--- config.mk ---
export PLATFORM = sky130hd
export DESIGN_NAME = cmc_sig_mem
export DESIGN_NICKNAME = d
export VERILOG_FILES = /design/src/cmc_sig_mem.sv
export SDC_FILE = /design/constraint.sdc
export NUM_CORES = 1
export LEC_CHECK = 0
export ABC_AREA = 1
export BUFFER_PORTS_ARGS = -buffer_cell sky130_fd_sc_hd__buf_4
export CAP_MARGIN = 0
export CORE_UTILIZATION = 45
export DETAILED_ROUTE_END_ITERATION = 6
export PLACE_DENSITY = 0.6
export SYNTH_ARGS = -nofsm -noshare
export SYNTH_HDL_FRONTEND = slang
export SYNTH_SLANG_ARGS = --single-unit
--- constraint.sdc ---
create_clock -name mclk -period 2.7 [get_ports mclk]
set_input_delay 0.54 -clock mclk [delete_from_list [all_inputs] [get_ports mclk]]
set_output_delay 0.54 -clock mclk [all_outputs]
set_load 0.03 [all_outputs]
--- src/cmc_sig_mem.sv ---
// Per-frame check bit store: one 16-bit word per frame, registered read.
// Assumes a single writer; read data follow the address by one clock.
`timescale 1ns/1ps

module cmc_sig_mem #(
	parameter int DEPTH = 64,
	parameter int AW = 6
) (
	// Clock and reset
	input wire logic mclk,
	input wire logic resetn,
	// Write port
	input wire logic wr_en,
	input wire logic [AW-1:0] wr_addr,
	input wire logic [15:0] wr_data,
	// Read port
	input wire logic [AW-1:0] rd_addr,
	output logic [15:0] rd_data
);

	logic [15:0] mem [DEPTH];

	// Array itself carries no reset; contents are always written before use
	always_ff @(posedge mclk) begin
		if (wr_en) begin
			mem[wr_addr] <= wr_data;
		end
	end

	always_ff @(posedge mclk or negedge resetn) begin
		if (!resetn) begin
			rd_data <= 16'h0000;
		end else begin
			rd_data <= mem[rd_addr];
		end
	end

endmodule

==> results.json, run 1 <==
{
  "cp_slowest_cell": "dfrtp_1",
  "syn_inst": 3517,
  "hpwl_mm": 62.24,
  "final.setup.worst_slack_ns": 0.6724,
  "grt_pass1_wl_mm": 168.5,
  "port_buffers": 46,
  "worstSkewPairLatency_ns": 0.68,
  "grt_max_degree": 102,
  "initial_core_util": 0.4573,
  "grt_pass1_vias": 25220,
  "clock_path_buffers": 3,
  "crit_path_end_kind": "output port",
  "wl_mm": 114.1,
  "finalSetupViolations": 0,
  "vdd_ir_drop_max_v": 0.0005598,
  "yosysUniqueCellTypes": 16,
  "slew_headroom": 0.4020,
  "drc": 0,
  "cellPowerDensity_mw_per_mm2": 724.0,
  "min_path_type": "in2reg",
  "yosysSeqAreaShare": 0.7387,
  "fin_util": 0.5153,
  "fin_area_mm2": 0.04752,
  "syn_nets": 3548,
  "fmax_ghz": 0.4932,
  "grt_usage": 0.2407,
  "grt_antenna_before_repair": 1,
  "htree_num_levels": 3,
  "timing.setup.critical_path_class": "reg2out",
  "vias": 27290,
  "crit_start": "rd_data[11]",
  "drtIter0Drc": 3064,
  "overflow": 0,
  "power.leakage_nw": 17.16,
  "cts_buffers": 107,
  "final_hold_viol_count": 0,
  "yosys_warnings": 0,
  "final_cells": 4918,
  "crit_buf_inv": 1,
  "place_congestion": 0.8091,
  "row_count": 111,
  "avgSynthCellArea_um2": 11.99,
  "nets": 3621,
  "place_area_mm2": 0.04416,
  "worstSetupStartpointType": "register",
  "rsz0062_at_grt": "no",
  "hp-start": "rd_addr[5]",
  "regToRegStartpoint": "mem[31][10]",
  "finalSetupTns_ns": 0,
  "p_total_mw": 34.40,
  "antenna_left": 0,
  "syn_to_final_growth_pct": 12.68,
  "syn_area_mm2": 0.04217,
  "critPathMaxStageDelay_ns": 0.58,
  "max_slew.worst_pin.slew_ns": 0.8970,
  "vias_per_cell": 5.550,
  "fillers": 7925,
  "cts_root_buffer": "clkbuf_16",
  "first_pass_iters": 6,
  "fin_crit_ns": 2.028,
  "post_drt_wl_per_cell_um": 23.21,
  "crit_fanout": 1,
  "arrival_ns": 1.49,
  "ios": 47,
  "die_h_um": 308.1,
  "cts_setup_buffers": 0,
  "hold_ws_ns": 0.3253,
  "core_region_area_mm2": 0.09222,
  "final.setup_skew_ns": 0.02973,
  "drv_slew": 0,
  "cts_tree": "built",
  "cap_violations": 0,
  "drive_gt1_frac": 0.09390,
  "die_area_mm2": 0.09494,
  "clk_pin_slew_ns": 0.06,
  "place_ws_ns": 0.1272,
  "dp.cells": 4723,
  "ys_ff_latch": 1040,
  "numClockSinks": 1040,
  "crit_family": "flip-flops",
  "crit_chain": "buf_4",
  "worstPathRequired_ns": 2.16,
  "die_x_um": 308.1,
  "fin_crit_sh": 0.7510,
  "outcome": "finished clean"
}
## flip-flops by register name, summed over array words and instances (netlist names)
signal / count
rd_data: 16
mem: 1024
## metal layers
layer  part of all wire  global-route usage
met5           0.000096                   0
met3              0.074             0.03724
met2               0.46              0.3748
met4              0.018             0.05033
met1               0.44              0.3579
## placed cells by master, fill, tap and decap left out, drive strengths merged
| master | synthesis | layout |
|---|---|---|
| dlygate4sd3 | 0 | 1 |
| clkinv | 0 | 33 |
| dfrtp | 16 | 16 |
| diode | 0 | 1 |
| edfxtp | 1024 | 1024 |
| nand4 | 9 | 9 |
| nor4 | 8 | 8 |
| inv | 12 | 14 |
| clkbuf | 20 | 149 |
| buf | 205 | 188 |
| bufinv | 0 | 6 |
| nand3 | 871 | 871 |
| nor2 | 56 | 56 |
| clkinvlp | 0 | 3 |
| nand2 | 1296 | 1296 |
## Yosys cell counts
cell type / number / area, um^2
nand2_1: 1296 / 4865
edfxtp_1: 1024 / 30750
nand3_1: 871 / 4359
buf_2: 121 / 605.6
nor2_1: 56 / 210.2
buf_6: 49 / 551.8
buf_1: 20 / 75.07
clkbuf_1: 20 / 75.07
dfrtp_1: 16 / 400.4
buf_4: 14 / 105.1
inv_1: 9 / 33.78
nand4_1: 9 / 56.30
nor4_1: 8 / 50.05
inv_2: 2 / 7.510
buf_8: 1 / 15.01
inv_8: 1 / 11.26
## path summary, 6_finish.rpt
| kind | end | slack [ns] | cells after the start |
|---|---|---|---|
| setup / recovery | rd_data[11] | 0.67 | 1 |
| hold / removal | rd_data[5] | 0.33 | 3 |
| setup reg to reg | rd_data[10] | 1.12 | 8 |
| hold reg to reg | rd_data[11] | 0.84 | 8 |
| max in group asynchronous | rd_data[0] | 2.04 | 2 |
| min in group asynchronous | rd_data[4] | 0.35 | 2 |
## cell families after synthesis
logic type | count (synthesis) | synth area share
AND/OR/NAND/NOR | 2240 | 0.2262
buffers and inverters | 237 | 0.03510
flip-flops | 1040 | 0.7387
## where the power goes
part / switching, mW / internal [mW] / total (mW)
registers: 0.0789 / 17.9 / 18.0
clock network: 5.98 / 8.22 / 14.2
logic: 1.67 / 0.570 / 2.24
total: 7.73 / 26.7 / 34.4
## cell type report
cell class              count  area [um^2]  area share
clock inverters            44        369.1    0.007768
repair buffers            189         1799     0.03786
diodes                      1        2.502  0.00005266
well taps                1243         1555     0.03273
inverters                  12        71.32    0.001501
multi-input cells        2240         9590      0.2018
clock buffers             149         2980     0.06272
flip-flops and latches   1040        31150      0.6555
## timing repair
item	in CTS	in global routing
hold buffers	1	0
hold endpoints to repair	16	0
resized for setup	0	0
## worst reg2reg max path, stage by stage, from the launching register on
cell,delay [ns]
edfxtp_1,0.35
nand2_1,0.07
nand3_1,0.08
nand3_1,0.17
nand2_1,0.08
nand2_1,0.13
nand3_1,0.22
nand3_1,0.27
nand2_1,0.09
Power figures use the tool's default switching activity.
==> run 2, diff against run 1 <==
--- a/config.mk
+++ b/config.mk
@@ -10,7 +10,7 @@
 export CAP_MARGIN = 0
 export CORE_UTILIZATION = 45
 export DETAILED_ROUTE_END_ITERATION = 6
-export PLACE_DENSITY = 0.6
+export PLACE_DENSITY = 0.62
 export SYNTH_ARGS = -nofsm -noshare
 export SYNTH_HDL_FRONTEND = slang
 export SYNTH_SLANG_ARGS = --single-unit
==> constraint.sdc (replaced) <==
create_clock -name mclk -period 1.79 [get_ports mclk]
set_input_delay 0.358 -clock mclk [delete_from_list [all_inputs] [get_ports mclk]]
set_output_delay 0.358 -clock mclk [all_outputs]
set_load 0.03 [all_outputs]
==> run 2 against run 1 <==
Sequential power grew 51%; highest routed layer unchanged; largest cell class unchanged; global-route usage grew 1.5 points; utilization grew 3.1 points.
==> results.json, run 2 (synthesis results as in run 1) <==
{
  "outcome": "finished clean",
  "vias": 28340,
  "initial_core_util": 0.4573,
  "core_region_area_mm2": 0.09222,
  "grt_pass1_wl_mm": 177.8,
  "die_x_um": 308.1,
  "crit_fanout": 1,
  "post_drt_wl_per_cell_um": 23.61,
  "final_hold_viol_count": 0,
  "layout_commonest_cell": "nand2_1",
  "fin_crit_ns": 1.755,
  "crit_family": "flip-flops",
  "die_h_um": 308.1,
  "fin_crit_sh": 0.9803,
  "largest_reg_flops": 1024,
  "most-common-layout-cells": "nand2_1 (1296), edfxtp_1 (1024), nand3_1 (871)",
  "top_register": "mem",
  "place_congestion": 0.8642,
  "cts_setup_buffers": 0,
  "ios": 47,
  "rr_worst_depth": 8,
  "hpwl_mm": 74.14,
  "p_total_mw": 52.52,
  "nets": 3799,
  "htree_num_levels": 3,
  "worstSetupStartpointType": "register",
  "cp.depth": 1,
  "grt_max_degree": 65,
  "final_cells": 5092,
  "fmax_ghz": 0.5699,
  "overflow": 0,
  "worstSkewPairLatency_ns": 0.68,
  "first_pass_iters": 7,
  "grt_pass1_vias": 26970,
  "place_area_mm2": 0.04700,
  "drtIter0Drc": 3183,
  "reg.largest.list": "mem (1024), rd_data (16)",
  "numClockSinks": 1040,
  "crit_path_end_kind": "output port",
  "slew_headroom": 0.4234,
  "drive_gt1_frac": 0.1427,
  "cts_tree": "built",
  "min_path_type": "in2reg",
  "crit_buf_inv": 1,
  "timing.setup.critical_path_class": "reg2out",
  "cts_root_buffer": "clkbuf_16",
  "max_slew.worst_pin.slew_ns": 0.8649,
  "cap_violations": 0,
  "antenna_left": 0,
  "wl_mm": 120.2,
  "row_count": 111,
  "port_buffers": 46,
  "finalSetupViolations": 0,
  "drv_slew": 0,
  "die_area_mm2": 0.09494,
  "cellPowerDensity_mw_per_mm2": 1043,
  "rsz0062_at_grt": "no",
  "arrival_ns": 1.40,
  "syn_to_final_growth_pct": 19.41,
  "critPathMaxStageDelay_ns": 0.50,
  "vdd_ir_drop_max_v": 0.0008543,
  "final.setup_skew_ns": 0.03236,
  "vias_per_cell": 5.566,
  "drc": 0,
  "cts_buffers": 105,
  "fin_util": 0.5460,
  "power.leakage_nw": 18.39,
  "cp_slowest_cell": "dfrtp_1",
  "fin_area_mm2": 0.05035,
  "dp.cells": 4903,
  "hold_depth": 1,
  "grt_usage": 0.2554,
  "worstPathRequired_ns": 1.43,
  "clock_path_buffers": 3,
  "clk_pin_slew_ns": 0.06,
  "crit_chain": "buf_4",
  "grt_antenna_before_repair": 3
}
-- run 2: repair_timing --
action,4_1_cts,5_1_grt
hold buffers,1,0
resized for setup,1,0
endpoints found under the setup margin,1,0
endpoints found under the hold margin,16,0
-- run 2: layout make-up --
cell class                      count  area (um^2)
Timing Repair Buffer              369         4439
Clock buffer                      138         2845
Tap cell                         1243         1555
Sequential cell                  1040        31150
Multi-Input combinational cell   2240         9771
Fill cell                        7606        41860
Antenna cell                        2        5.005
Inverter                           12        90.09
Clock inverter                     48        498.0
-- run 2: final timing paths --
check,from,to,slack (ns)
max,rd_data[8],rd_data[8],0.04
min,wr_data[11],mem[17][11],0.07
max reg2reg,mem[59][11],rd_data[11],0.18
min reg2reg,mem[28][5],rd_data[5],0.84
max in group asynchronous,resetn,rd_data[9],1.31
min in group asynchronous,resetn,rd_data[12],0.15
-- run 2: metal layers --
| metal | global-route usage | vias to the layer above | part of all wire |
|---|---|---|---|
| met3 | 0.03889 | 160 | 0.081 |
| met4 | 0.07879 | 2 | 0.026 |
| met1 | 0.3680 | 14080 | 0.43 |
| li1 | - | 12900 | - |
| met2 | 0.4000 | 1197 | 0.47 |
| met5 | 0 | - | 0.00011 |
-- run 2: through the flow --
| stage | hold WS, ns | TNS [ns] | worst slack (ns) |
|---|---|---|---|
| after floorplan | 0.06241 | -245.44 | -0.5693 |
| after global placement | 0.3012 | -4.065 | -0.5375 |
| after detailed placement | 0.2982 | -4.400 | -0.5976 |
| after CTS | 0.04258 | 0 | 0.02792 |
| after global routing | 0.06944 | 0 | 0.002556 |
| final | 0.07460 | 0 | 0.03532 |
-- run 2: power breakdown --
group          internal (mW)  switching (mW)  leakage, nW
Clock                   12.3            9.15         1.62
Combinational           1.28            2.71         7.36
Sequential              27.0           0.119         9.40
